--- src/pmas_pkg.sv ---
// pmas_pkg: constants and types for the power mode and auto-sleep block
// assumes a byte-wide register port driven by the device's serial slave
package pmas_pkg;
    localparam logic [7:0] PMAS_ADDR_MODE = 8'h88;
    localparam logic [7:0] PMAS_ADDR_GATE = 8'h8A;
    localparam logic [7:0] PMAS_ADDR_AUTO = 8'h8B;
    localparam logic [7:0] PMAS_ADDR_TLOW = 8'h8C;
    localparam logic [7:0] PMAS_ADDR_THIGH = 8'h8D;
    localparam logic [1:0] PMAS_MODE_SLEEP = 2'h0;
    localparam logic [1:0] PMAS_MODE_OPER = 2'h1;
    localparam int PMAS_BIT_PWM = 2;
    localparam int PMAS_BIT_KEY = 0;
    localparam int PMAS_BIT_AUTO = 0;
    localparam int PMAS_IVL_W = 11;
    localparam logic [10:0] PMAS_IVL_RESET = 11'h0FF;
    localparam logic [7:0] PMAS_GATE_RESET = 8'h00;
    localparam int PMAS_CLK_HZ = 10_000_000;
    localparam int PMAS_STEP_MS = 4;
    localparam int PMAS_STEP_CYC = PMAS_CLK_HZ / 1000 * PMAS_STEP_MS;
    // register write request
    typedef struct packed {
        logic wr;
        logic [7:0] addr;
        logic [7:0] data;
    } pmas_req_type;
    // gate and power outputs
    typedef struct packed {
        logic pwm_clk_en;
        logic key_clk_en;
        logic pwm_kill;
        logic sleeping;
    } pmas_ctl_type;
    typedef enum logic [0:0] {PMAS_ST_OPER, PMAS_ST_SLEEP} pmas_state_type;
endpackage

--- src/pmas_step_timer.sv ---
// pmas_step_timer: restartable prescaler giving one pulse per 4 ms step
// assumes mclk at the package clock rate
`timescale 1ns/10ps
`default_nettype none
module pmas_step_timer
    import pmas_pkg::*;
#(
    parameter int STEP_CYC = PMAS_STEP_CYC
) (
    input wire logic mclk,
    input wire logic rst,
    input wire logic restart,
    output logic step
);
    logic [31:0] cnt_reg; // cycles within the current step
    logic [31:0] cnt_next;
    logic step_reg;
    logic step_next;
    // restart aligns steps to the last event so a full step always elapses
    always_comb begin
        step_next = 1'b0;
        if (restart) begin
            cnt_next = '0;
        end else if (cnt_reg == 32'(STEP_CYC - 1)) begin
            cnt_next = '0;
            step_next = 1'b1;
        end else begin
            cnt_next = cnt_reg + 32'h1;
        end
    end
    // register stage
    always_ff @(posedge mclk) begin
        if (rst) begin
            cnt_reg <= '0;
            step_reg <= 1'b0;
        end else begin
            cnt_reg <= cnt_next;
            step_reg <= step_next;
        end
    end
    assign step = step_reg;
endmodule
`default_nettype wire

--- src/pmas_top.sv ---
// pmas_top: operating mode, clock gates and automatic sleep entry
// assumes a byte register port from the serial slave on mclk, and a
// one-cycle activity pulse from the processing blocks on mclk
`timescale 1ns/10ps
`default_nettype none
module pmas_top
    import pmas_pkg::*;
#(
    parameter int STEP_CYC = PMAS_STEP_CYC
) (
    input wire logic mclk,
    input wire logic rst,
    input wire pmas_req_type req,
    input wire logic [7:0] rd_addr,
    input wire logic activity,
    output logic [7:0] rd_data,
    output pmas_ctl_type ctl
);
    pmas_state_type state_reg, state_next; // current operating mode
    logic [7:0] gate_reg, gate_next; // clock gate register
    logic auto_reg, auto_next; // auto-sleep enable
    logic [10:0] ivl_reg, ivl_next; // inactivity interval in steps
    logic [10:0] left_reg, left_next; // steps left before sleep
    logic [7:0] rd_reg, rd_next;
    pmas_ctl_type ctl_reg, ctl_next;
    logic step;
    logic armed; // counting is allowed
    logic expire;
    logic wr_sleep, wr_oper; // decoded mode writes

    // true for a write of the given code into the mode field
    // reserved codes 1x match neither decode, so they leave the mode alone
    function automatic logic mode_write_hit(input pmas_req_type r, input logic [1:0] code);
        return r.wr && r.addr == PMAS_ADDR_MODE && r.data[1:0] == code;
    endfunction

    // write decodes
    assign wr_sleep = mode_write_hit(req, PMAS_MODE_SLEEP);
    assign wr_oper = mode_write_hit(req, PMAS_MODE_OPER);
    assign armed = state_reg == PMAS_ST_OPER && auto_reg && ivl_reg != '0;
    // an event in the last step cycle wins and cancels the expiry
    assign expire = armed && step && left_reg == 11'h001 && !activity;

    // the prescaler sits in restart while idle, so the first step after
    // arming or after an event is always a whole step long
    pmas_step_timer #(.STEP_CYC(STEP_CYC)) u_step (
        .mclk(mclk),
        .rst(rst),
        .restart(activity || !armed),
        .step(step)
    );

    // register writes; reserved mode codes are ignored
    always_comb begin
        gate_next = gate_reg;
        auto_next = auto_reg;
        ivl_next = ivl_reg;
        if (req.wr) begin
            case (req.addr)
                PMAS_ADDR_GATE: begin
                    gate_next = 8'h00;
                    gate_next[PMAS_BIT_PWM] = req.data[PMAS_BIT_PWM];
                    gate_next[PMAS_BIT_KEY] = req.data[PMAS_BIT_KEY];
                end
                PMAS_ADDR_AUTO: auto_next = req.data[PMAS_BIT_AUTO];
                PMAS_ADDR_TLOW: ivl_next[7:0] = req.data;
                PMAS_ADDR_THIGH: ivl_next[10:8] = req.data[2:0];
                default: ivl_next = ivl_reg;
            endcase
        end
    end

    // mode machine and inactivity countdown
    always_comb begin
        state_next = state_reg;
        left_next = left_reg;
        case (state_reg)
            PMAS_ST_OPER: begin
                if (wr_sleep || expire) begin
                    state_next = PMAS_ST_SLEEP;
                end
            end
            PMAS_ST_SLEEP: begin
                if (wr_oper) begin
                    state_next = PMAS_ST_OPER;
                end
            end
            default: state_next = PMAS_ST_OPER;
        endcase
        // reload on any event or while idle, count down one per step
        if (activity || !armed) begin
            left_next = ivl_reg;
        end else if (step && left_reg != 11'h001) begin
            left_next = left_reg - 11'h001;
        end
    end

    // outputs and read data, all registered
    always_comb begin
        ctl_next.sleeping = state_next == PMAS_ST_SLEEP;
        ctl_next.pwm_kill = state_next == PMAS_ST_SLEEP;
        ctl_next.pwm_clk_en = gate_next[PMAS_BIT_PWM];
        ctl_next.key_clk_en = gate_next[PMAS_BIT_KEY];
        case (rd_addr)
            PMAS_ADDR_MODE: rd_next = (state_reg == PMAS_ST_OPER)
                ? {6'h00, PMAS_MODE_OPER} : {6'h00, PMAS_MODE_SLEEP};
            PMAS_ADDR_GATE: rd_next = gate_reg;
            PMAS_ADDR_AUTO: rd_next = {7'h00, auto_reg};
            PMAS_ADDR_TLOW: rd_next = ivl_reg[7:0];
            PMAS_ADDR_THIGH: rd_next = {5'h00, ivl_reg[10:8]};
            default: rd_next = 8'h00;
        endcase
    end

    // register file stage: gates, auto-sleep enable and interval
    // clock gates come up off so no block burns power before it is set up
    always_ff @(posedge mclk) begin
        if (rst) begin
            gate_reg <= PMAS_GATE_RESET;
            auto_reg <= 1'b0; // auto-sleep off until software arms it
            ivl_reg <= PMAS_IVL_RESET;
        end else begin
            gate_reg <= gate_next;
            auto_reg <= auto_next;
            ivl_reg <= ivl_next;
        end
    end

    // mode machine stage: the device wakes from reset in operation mode
    always_ff @(posedge mclk) begin
        if (rst) begin
            state_reg <= PMAS_ST_OPER;
            left_reg <= PMAS_IVL_RESET; // matches the reset interval
        end else begin
            state_reg <= state_next;
            left_reg <= left_next;
        end
    end

    // output stage: every top-level output leaves straight from a flip-flop
    always_ff @(posedge mclk) begin
        if (rst) begin
            rd_reg <= 8'h00;
            ctl_reg <= '0;
        end else begin
            rd_reg <= rd_next;
            ctl_reg <= ctl_next;
        end
    end
    assign rd_data = rd_reg;
    assign ctl = ctl_reg;

    // a sleep write lands in the mode register, then stays on the output
    AST_SLEEP_WRITE: assert property (@(posedge mclk) disable iff (rst)
        wr_sleep |=> state_reg == PMAS_ST_SLEEP ##1 ctl.sleeping)
        else $error("sleep write did not enter sleep");
    // reserved mode codes change nothing unless the countdown runs out
    AST_RESERVED_MODE: assert property (@(posedge mclk) disable iff (rst)
        req.wr && req.addr == PMAS_ADDR_MODE && req.data[1] && !expire
        |=> state_reg == $past(state_reg))
        else $error("reserved mode code changed the mode");
    // only a write of operation mode leaves sleep
    AST_SLEEP_HOLD: assert property (@(posedge mclk) disable iff (rst)
        state_reg == PMAS_ST_SLEEP && !wr_oper |=> state_reg == PMAS_ST_SLEEP)
        else $error("left sleep without a write");
    // the mode read shows the mode in force, reserved bits zero
    AST_MODE_READ: assert property (@(posedge mclk) disable iff (rst)
        rd_addr == PMAS_ADDR_MODE |=> rd_data == {6'h00,
        (($past(state_reg) == PMAS_ST_OPER) ? PMAS_MODE_OPER : PMAS_MODE_SLEEP)})
        else $error("mode read wrong");
    // the pwm kill comes up together with sleep
    AST_PWM_OFF: assert property (@(posedge mclk) disable iff (rst)
        $rose(ctl.sleeping) |-> ctl.pwm_kill)
        else $error("pwm not killed on sleep");
    // every step from operation into sleep switches the pwm outputs off
    AST_PWM_KILL_ENTRY: assert property (@(posedge mclk) disable iff (rst)
        state_reg == PMAS_ST_OPER ##1 state_reg == PMAS_ST_SLEEP |-> ctl.pwm_kill)
        else $error("pwm not killed on entry to sleep");
    // the shared pwm timer clock follows its gate bit
    AST_PWM_GATE: assert property (@(posedge mclk) disable iff (rst)
        req.wr && req.addr == PMAS_ADDR_GATE
        |=> ctl.pwm_clk_en == $past(req.data[PMAS_BIT_PWM]))
        else $error("pwm gate wrong");
    // the key scan clock follows its gate bit
    AST_KEY_GATE: assert property (@(posedge mclk) disable iff (rst)
        req.wr && req.addr == PMAS_ADDR_GATE
        |=> ctl.key_clk_en == $past(req.data[PMAS_BIT_KEY]))
        else $error("key gate wrong");
    // the gate read returns the stored gate bits
    AST_GATE_READ: assert property (@(posedge mclk) disable iff (rst)
        rd_addr == PMAS_ADDR_GATE |=> rd_data == $past(gate_reg))
        else $error("gate read wrong");
    // the enable bit takes its bit of the write
    AST_AUTO_WRITE: assert property (@(posedge mclk) disable iff (rst)
        req.wr && req.addr == PMAS_ADDR_AUTO |=> auto_reg == $past(req.data[PMAS_BIT_AUTO]))
        else $error("auto enable write wrong");
    // with the enable clear only a write can end operation
    AST_NO_AUTO: assert property (@(posedge mclk) disable iff (rst)
        !auto_reg && state_reg == PMAS_ST_OPER && !wr_sleep |=> state_reg == PMAS_ST_OPER)
        else $error("auto sleep while disabled");
    // a finished countdown always reaches sleep
    AST_EXPIRE: assert property (@(posedge mclk) disable iff (rst)
        expire |=> state_reg == PMAS_ST_SLEEP)
        else $error("expiry missed");
    // each step with no event takes one off the count until it is down to one
    AST_COUNT_STEP: assert property (@(posedge mclk) disable iff (rst)
        armed && step && !activity && left_reg != 11'h001
        |=> left_reg == $past(left_reg) - 11'h001)
        else $error("countdown missed a step");
    // a zero interval never lets the countdown end operation
    AST_ZERO_IVL: assert property (@(posedge mclk) disable iff (rst)
        ivl_reg == 11'h000 && state_reg == PMAS_ST_OPER && !wr_sleep
        |=> state_reg == PMAS_ST_OPER)
        else $error("zero interval expired");
    // the low interval byte lands on its own
    AST_IVL_LOW: assert property (@(posedge mclk) disable iff (rst)
        req.wr && req.addr == PMAS_ADDR_TLOW |=> ivl_reg[7:0] == $past(req.data))
        else $error("interval low byte write wrong");
    // the high interval byte keeps only its three defined bits
    AST_IVL_HIGH: assert property (@(posedge mclk) disable iff (rst)
        req.wr && req.addr == PMAS_ADDR_THIGH |=> ivl_reg[10:8] == $past(req.data[2:0]))
        else $error("interval high byte write wrong");
    // the five reserved high bits read back as zero
    AST_HIGH_READ: assert property (@(posedge mclk) disable iff (rst)
        rd_addr == PMAS_ADDR_THIGH |=> rd_data[7:3] == 5'h00)
        else $error("interval high reserved bits set");
    // an event restarts the count from the full interval
    AST_RELOAD: assert property (@(posedge mclk) disable iff (rst)
        activity |=> left_reg == $past(ivl_reg))
        else $error("counter not reloaded");
    // while not armed the count sits at the full interval
    AST_IDLE_RELOAD: assert property (@(posedge mclk) disable iff (rst)
        !armed |=> left_reg == $past(ivl_reg))
        else $error("counter not held at interval while idle");
endmodule
`default_nettype wire

--- config.mk ---
export PLATFORM = sky130hd
export DESIGN_NAME = pmas_top
export DESIGN_NICKNAME = d
export VERILOG_FILES = /design/src/pmas_pkg.sv /design/src/pmas_step_timer.sv /design/src/pmas_top.sv
export SDC_FILE = /design/constraint.sdc
export NUM_CORES = 1
export LEC_CHECK = 0
export BUFFER_PORTS_ARGS = -buffer_cell sky130_fd_sc_hd__buf_4
export CORE_MARGIN = 3
export CORE_UTILIZATION = 30
export DETAILED_ROUTE_END_ITERATION = 8
export HOLD_SLACK_MARGIN = 0.05
export PLACE_DENSITY_LB_ADDON = 0.2
export SKIP_CTS_REPAIR_TIMING = 1
export SYNTH_ARGS = -nofsm -noshare
export SYNTH_HDL_FRONTEND = slang
export SYNTH_HIERARCHICAL = 1
export SYNTH_SLANG_ARGS = --single-unit
--- constraint.sdc ---
create_clock -name mclk -period 5.6 [get_ports mclk]
set_clock_uncertainty 0.2 [all_clocks]
set_input_delay 1.12 -clock mclk [delete_from_list [all_inputs] [get_ports mclk]]
set_output_delay 1.12 -clock mclk [all_outputs]
set_load 0.02 [all_outputs]
# Word level (Yosys, flattened, before mapping)
# Index checks and enable logic that the tools add are counted.
[word_totals]
register_bits = 69
output_inout_bits = 12
elab_cells = 59
[classes]
n_addsub = 2
n_eq_ne = 14
n_mux = 10
n_bitwise = 1
n_reduce_logical = 21
[ops]
columns = ["operator", "count"]
rows = [
  ["$eq 8x8->1 const B", 10],
  ["$pmux 8 s5", 1],
  ["$add 32x1->32 const B", 1],
  ["$eq 32x16->1 const B", 1],
  ["$mux 11", 2],
  ["$eq 11x1->1 const B", 1],
  ["$ne 11x1->1 const B", 1],
  ["$reduce_bool 11->1", 1],
  ["$sub 11x1->11 const B", 1],
  ["$logic_and 1x1->1", 9],
  ["$mux 3", 2],
  ["$reduce_and 2->1", 3],
  ["$mux 1", 4],
  ["$reduce_or 3->1", 1],
  ["$eq 2x1->1 const B", 1],
  ["$logic_not 1->1", 2],
  ["$logic_not 2->1", 1],
  ["$logic_or 1x1->1", 2],
  ["$pmux 1 s2", 1],
  ["$reduce_bool 2->1", 1],
  ["$reduce_or 2->1", 1],
  ["$not 1->1", 1],
]

# Depth between registers and ports, before layout
# Gate-level depths: netlist of run 1.
[depth]
word_depth = 9
ltp_mapped = 8
depth_no_buf = 6

# By module
# Netlist of run 1, hierarchy kept.
[by_module_without_submodules]
columns = ["mod", "instances", "cells_per_inst", "area_per_inst_um2", "seq_area_each_um2"]
rows = [
  ["pmas_top", 1, 191, 1717.9, 680.7],
  ["pmas_step_timer", 1, 184, 1605.3, 660.6],
]

# Worst setup path before layout of run 1
# Ideal clock, no wire load.
[synth_path]
kind = "in2reg"
startpoint = "input activity"
endpoint = "register u_step.cnt_reg[21]"
setup_time_ns = 0.072
arrival_time_ns = 2.500
path_slack_ns = 2.828
path_stages = 8
path_buffers = 2
cell_sequence = "or3b_1 > buf_2 > a31oi_4 > inv_2 > nor2_1 > o31ai_1 > clkbuf_1 > a21oi_1"
[synth_between]
elab_chain_len = 2
[synth_rtl]
columns = ["element", "line_no", "text"]
rows = [
  ["start, declared", "pmas_top.sv:15", "input wire logic activity,"],
  ["$logic_or 1x1->1", "pmas_top.sv:49", ".restart(activity || !armed),"],
  ["$reduce_or 3->1 (no source line)", "--", ""],
  ["end signal, assigned", "pmas_step_timer.sv:37", "cnt_reg <= cnt_next;"],
  ["end, declared", "pmas_step_timer.sv:15", "logic [31:0] cnt_reg;"],
]
# Every way passes these cells.
# A chain may end at the register's enable or synchronous reset.

# Final worst setup path of run 1
[layout_path]
startpoint = "input activity"
endpoint = "register u_step.cnt_reg[31]"
# Same word-level chain as after synthesis.

==> impl_metrics.env, run 1 <==
export IMPL_synth_nets=406
export IMPL_yosysSeqAreaShare_pct=40.4
export IMPL_cts_root_buf="clkbuf_8"
export IMPL_nNetsFinal=441
export IMPL_critPathLaunchType="input port"
export IMPL_p_sw_share_pct=21.5
export IMPL_netlist_area_mm2=0.00332
export IMPL_cp_cell_sequence="buf_4 > or3b_1 > a31oi_4 > inv_2 > nor2_1 > o31ai_4 > buf_4 > a21oi_1"
export IMPL_seqPwrFrac_pct=53.3
export IMPL_gp_congestion=0.790
export IMPL_r2r_start="ctl[0]$_SDFF_PP0_"
export IMPL_power_leakage_uw=0.00130
export IMPL_clock_fmax_ghz=0.333
export IMPL_crit_slowest_cell="or3b_1"
export IMPL_reg2reg_depth=7
export IMPL_p_int_uw=702
export IMPL_p_sw_uw=192
export IMPL_postRouteAntennaNets=0
export IMPL_synthCells=375
export IMPL_clkPwrFrac_pct=43.3
export IMPL_clkSlewWorstSetupHoldPaths_ns=0.07
export IMPL_crit_start="activity"
export IMPL_r2r_setup_slack_ns=3.12
export IMPL_viasPerCell=5.28
export IMPL_grt_overflow=0
export IMPL_die_w_um=111
export IMPL_crit_top_cell="buf_4"
export IMPL_pin_count=40
export IMPL_synthFlopType="dfxtp_1"
export IMPL_antenna_found_initial=0
export IMPL_hold_violations=0
export IMPL_syn_to_final_growth_pct=18.0
export IMPL_cap_violations=0
export IMPL_grt_pass1_vias=2758
export IMPL_setup_viol=0
export IMPL_dr_pass1_iters=4
export IMPL_wire_per_inst_um=14.7
export IMPL_worstHoldEndpoint="u_step/cnt_reg[0]$_SDFF_PP0_"
export IMPL_insertion_delay_ns=0.34
export IMPL_port_buffers=39
export IMPL_drc=0
export IMPL_core_region_area_mm2=0.0106
export IMPL_tns_ns=0
export IMPL_end_kind="flop"
export IMPL_fp_dieH_um=111
export IMPL_synth_seq_cells=67
export IMPL_holdWs_ns=0.278
export IMPL_power_density_mw_per_mm2=228
export IMPL_critPathMaxFanout=31
export IMPL_cts_path_max_buffers=2
export IMPL_antenna_cells=0
export IMPL_dp_slack_ns=2.22
export IMPL_slowest_delay_ns=0.50
export IMPL_worstPathRequired_ns=5.67
export IMPL_rows=37
export IMPL_hp_start="u_step/cnt_reg[0]$_SDFF_PP0_"
export IMPL_grt_usage_pct=13.5
export IMPL_hold_path_depth=1
export IMPL_grt_pass1_wl_um=13800
export IMPL_grt_max_degree=32
export IMPL_r2r_end="u_step/cnt_reg[31]$_SDFF_PP0_"
export IMPL_min_period_over_period_pct=53.6
export IMPL_dieArea_mm2=0.0124
export IMPL_hold_path_class="flop to flop"
export IMPL_fin_crit_ns=3.00
export IMPL_relSlewSlack_pct=48.8
export IMPL_hpwlAfterDp_um=5870
export IMPL_htree_num_levels=3
export IMPL_mostFrequentLayoutCell="dfxtp_1"
export IMPL_combPwrFrac_pct=3.4
export IMPL_first_iter_violations=111
export IMPL_cts_num_sinks=67
export IMPL_initial_core_util_pct=31.5
export IMPL_setup_ws_ns=2.60
export IMPL_slew_violations=0
export IMPL_routed_wl_um=8110
export IMPL_synth_edf_count=0
export IMPL_ir_drop_v=0.000178
export IMPL_largest_reg_flops=32
export IMPL_arrival_ns=3.07
export IMPL_crit_type="input port to flop"
export IMPL_ys_types=58
export IMPL_most_common_layout_cells="dfxtp_1, buf_4, nor2_1"
export IMPL_drive_gt1_share_pct=18.3
export IMPL_ys_warn_count=6
export IMPL_cts_tree="built"
export IMPL_async_flop_share_pct=0
export IMPL_tightest_slew_ns=0.762
export IMPL_outcome="complete, no violations"
export IMPL_rsz0062_at_grt="no"
export IMPL_vias=2907
export IMPL_cts_made_buffers=9
export IMPL_fin_util_pct=37.2
export IMPL_synth_area_per_cell_um2=8.86
## Yosys cell counts, drive strengths merged, types with 9 or more instances
cell type  instances  area (um2)
nand3             17        85.1
inv               11        41.3
nand2             27         101
o31ai             13        97.6
nand4             14        93.8
or4               15         128
or3               12        78.8
mux2i             19         190
xor2               9        78.8
dfxtp             67        1340
o21ai             13        65.1
clkbuf            11        41.3
nor3              11        65.1
nor2              29         109
nor4              13        96.3
a21oi             26         141
## layer usage
metal | vias to the layer above | global-route usage, % | share of wire [%]
met4 | 0 | 4.54 | 1.9
met3 | 12 | 4.09 | 4.8
li1 | 1486 | - | -
met1 | 1355 | 17.8 | 49
met5 | - | 0 | 0
met2 | 54 | 21.0 | 45
## worst max-delay path, delay by kind of cell
kind | cells | cell delay [ns]
AND/OR/NAND/NOR | 2 | 0.76
AO/OA/AOI/OAI | 3 | 0.68
buffers and inverters | 3 | 0.49
## how the worst max path moves through the flow
stage / end / slack [ns] / cells after the start
floorplan: u_step/cnt_reg[21]$_SDFF_PP0_ / 2.83 / 8
global placement: u_step/cnt_reg[21]$_SDFF_PP0_ / 2.31 / 8
detailed placement: u_step/cnt_reg[31]$_SDFF_PP0_ / 2.22 / 8
CTS: u_step/cnt_reg[31]$_SDFF_PP0_ / 2.60 / 8
global route: u_step/cnt_reg[18]$_SDFF_PP0_ / 2.38 / 8
finish: u_step/cnt_reg[31]$_SDFF_PP0_ / 2.60 / 8
## power by group through the flow
stage | Combinational (uW) | Sequential (uW) | Clock, uW
after floorplan | 10.2 | 488 | 0
after global placement | 30.0 | 488 | 0
after detailed placement | 30.1 | 488 | 0
after CTS | 30.2 | 477 | 403
after global routing | 33.3 | 476 | 426
final | 30.2 | 477 | 387
## logic make-up (layout without fill, tap and decap cells)
logic type	after synthesis	after routing	share of synthesized area [%]
AOI/OAI and AO/OA	72	72	14.6
xor gates and xnor gates	14	14	3.69
adders and majority gates	3	3	1.13
buffers and inverters	27	67	3.58
DFF	67	67	40.4
muxes	19	19	5.72
and+or+nand+nor	173	173	30.9
## stage by stage
stage,area (um2),std cells,power (uW)
finish,3920,551,894
CTS,3920,551,910
global route,3920,551,936
detailed placement,3730,535,518
floorplan,3320,375,498
global placement,3730,535,518
## final cells by class
type / instances / area, um2
Clock inverter: 1 / 5.00
Tap cell: 136 / 170
Multi-Input combinational cell: 281 / 1880
Inverter: 11 / 41.3
Fill cell: 1102 / 6630
Clock buffer: 15 / 186
Sequential cell: 67 / 1340
Timing Repair Buffer: 40 / 300
(Power assumes the default switching activity.)
==> run 2: changes to the inputs <==
clock period = 3 ns   (was 5.6 ns; I/O delays follow)
==> run 2 against run 1 <==
Effect of this change: core utilization is 0.81 points higher; flip-flop and latch count is the same; critical path depth shrank 3; die area is the same; cell count is 0.73% higher; design area increased by 2.2%; worst setup slack got worse by 2.0 ns; via count rose by 3.2%; first-iteration DRC count stayed put; register-to-register slack lost 2.5 ns; critical path type is now flop to flop; critical endpoint is now u_step/cnt_reg[28]$_SDFF_PP0_.
==> impl_metrics.env, run 2 (synthesis gave the netlist of run 1 again) <==
export IMPL_insertion_delay_ns=0.35
export IMPL_cts_tree="built"
export IMPL_critPathLaunchType="flop"
export IMPL_hold_path_depth=3
export IMPL_worstPathRequired_ns=3.08
export IMPL_r2r_end="u_step/cnt_reg[28]$_SDFF_PP0_"
export IMPL_mostFrequentLayoutCell="dfxtp_1"
export IMPL_grt_usage_pct=13.8
export IMPL_die_w_um=111
export IMPL_gp_congestion=0.805
export IMPL_hold_path_class="input port to flop"
export IMPL_postRouteAntennaNets=0
export IMPL_ir_drop_v=0.000290
export IMPL_syn_to_final_growth_pct=20.6
export IMPL_clkSlewWorstSetupHoldPaths_ns=0.07
export IMPL_drive_gt1_share_pct=19.6
export IMPL_rsz0062_at_grt="no"
export IMPL_power_leakage_uw=0.00134
export IMPL_cts_path_max_buffers=2
export IMPL_antenna_found_initial=0
export IMPL_min_period_over_period_pct=78.7
export IMPL_htree_num_levels=3
export IMPL_fp_dieH_um=111
export IMPL_first_iter_violations=111
export IMPL_cts_num_sinks=67
export IMPL_worstHoldEndpoint="ivl_reg[5]$_SDFFE_PP1P_"
export IMPL_finalInstanceArea_mm2=0.00401
export IMPL_r2r_setup_slack_ns=0.64
export IMPL_instances_no_fill=555
export IMPL_place_area_mm2=0.00376
export IMPL_hpwlAfterDp_um=6000
export IMPL_end_kind="flop"
export IMPL_grt_max_degree=32
export IMPL_nNetsFinal=445
export IMPL_rows=37
export IMPL_dieArea_mm2=0.0124
export IMPL_hold_violations=0
export IMPL_largest_reg_flops=32
export IMPL_dr_pass1_iters=4
export IMPL_tightest_slew_ns=0.657
export IMPL_slew_violations=0
export IMPL_arrival_ns=2.44
export IMPL_fin_crit_ns=2.36
export IMPL_critPathMaxFanout=12
export IMPL_vias=3001
export IMPL_antenna_cells=0
export IMPL_wire_per_inst_um=15.0
export IMPL_port_buffers=39
export IMPL_viasPerCell=5.41
export IMPL_pin_count=40
export IMPL_cap_violations=0
export IMPL_outcome="complete, no violations"
export IMPL_crit_type="flop to flop"
export IMPL_relSlewSlack_pct=55.9
export IMPL_core_region_area_mm2=0.0106
export IMPL_grt_pass1_wl_um=14200
export IMPL_cts_made_buffers=9
export IMPL_drc=0
export IMPL_setup_viol=0
export IMPL_dpl_cell_count=539
export IMPL_routed_wl_um=8340
export IMPL_clock_fmax_ghz=0.423
export IMPL_most_common_layout_cells="dfxtp_1, buf_4, nor2_1"
export IMPL_initial_core_util_pct=31.5
export IMPL_r2r_start="u_step/cnt_reg[0]$_SDFF_PP0_"
export IMPL_tns_ns=0
export IMPL_cts_root_buf="clkbuf_8"
export IMPL_hp_start="req[5]"
export IMPL_power_density_mw_per_mm2=464
export IMPL_grt_pass1_vias=2871
export IMPL_reg2reg_depth=5
export IMPL_grt_overflow=0
-- run 2: cell count changes in the layout (fill, tap and decap cells not counted) --
cell,delta
clkbuf_1,-2
buf_4,+4
clkinvlp_4,+1
clkinv_2,-1
bufinv_16,+2
-- run 2: cell type report --
class / instances / area (um2)
Clock buffer: 13 / 179
Tap cell: 136 / 170
Clock inverter: 3 / 67.6
Sequential cell: 67 / 1340
Inverter: 11 / 41.3
Fill cell: 1105 / 6550
Multi-Input combinational cell: 281 / 1880
Timing Repair Buffer: 44 / 330
-- run 2: through the flow --
step,util [%],total power [uW],setup slack (ns),hold WS [ns]
global route,38.0,1930,0.474,0.258
finish,38.0,1860,0.638,0.265
floorplan,-,930,0.748,0.238
global placement,35.6,968,0.501,0.253
detailed placement,35.6,968,0.437,0.269
CTS,38.0,1890,0.639,0.243
-- run 2: per-layer routing --
| metal | vias up | GRT usage (%) | part of all wire (%) | wire, um |
|---|---|---|---|---|
| met5 | - | 0 | 0 | 0 |
| met4 | 0 | 4.54 | 1.4 | 119 |
| met3 | 10 | 3.66 | 3.3 | 276 |
| met2 | 43 | 23.0 | 47 | 3960 |
| met1 | 1463 | 17.5 | 48 | 3980 |
| li1 | 1485 | - | - | - |
-- run 2: how the worst max path moves through the flow --
| stage | start | to | slack, ns | cells past startpoint |
|---|---|---|---|---|
| after detailed placement | activity | u_step/cnt_reg[22]$_SDFF_PP0_ | 0.44 | 8 |
| after global placement | activity | u_step/cnt_reg[20]$_SDFF_PP0_ | 0.50 | 8 |
| after floorplan | activity | u_step/cnt_reg[21]$_SDFF_PP0_ | 0.75 | 8 |
| after CTS | u_step/cnt_reg[0]$_SDFF_PP0_ | u_step/cnt_reg[28]$_SDFF_PP0_ | 0.64 | 5 |
| after global routing | u_step/cnt_reg[0]$_SDFF_PP0_ | u_step/cnt_reg[26]$_SDFF_PP0_ | 0.47 | 5 |
| final | u_step/cnt_reg[0]$_SDFF_PP0_ | u_step/cnt_reg[28]$_SDFF_PP0_ | 0.64 | 5 |
-- run 2: critical path: stages, from the launching register on --
cell and delay [ns]:
dfxtp_1 0.38, ha_1 0.22, nand3_1 0.15, or4_4 0.65
or4_1 0.53, a21oi_1 0.15
-- run 2: report_power, final --
| part | internal (uW) | total [uW] | switching, uW |
|---|---|---|---|
| Sequential | 889 | 890 | 0.528 |
| Clock | 559 | 910 | 351 |
| Combinational | 31.0 | 57.8 | 26.8 |
| Total | 1480 | 1860 | 379 |
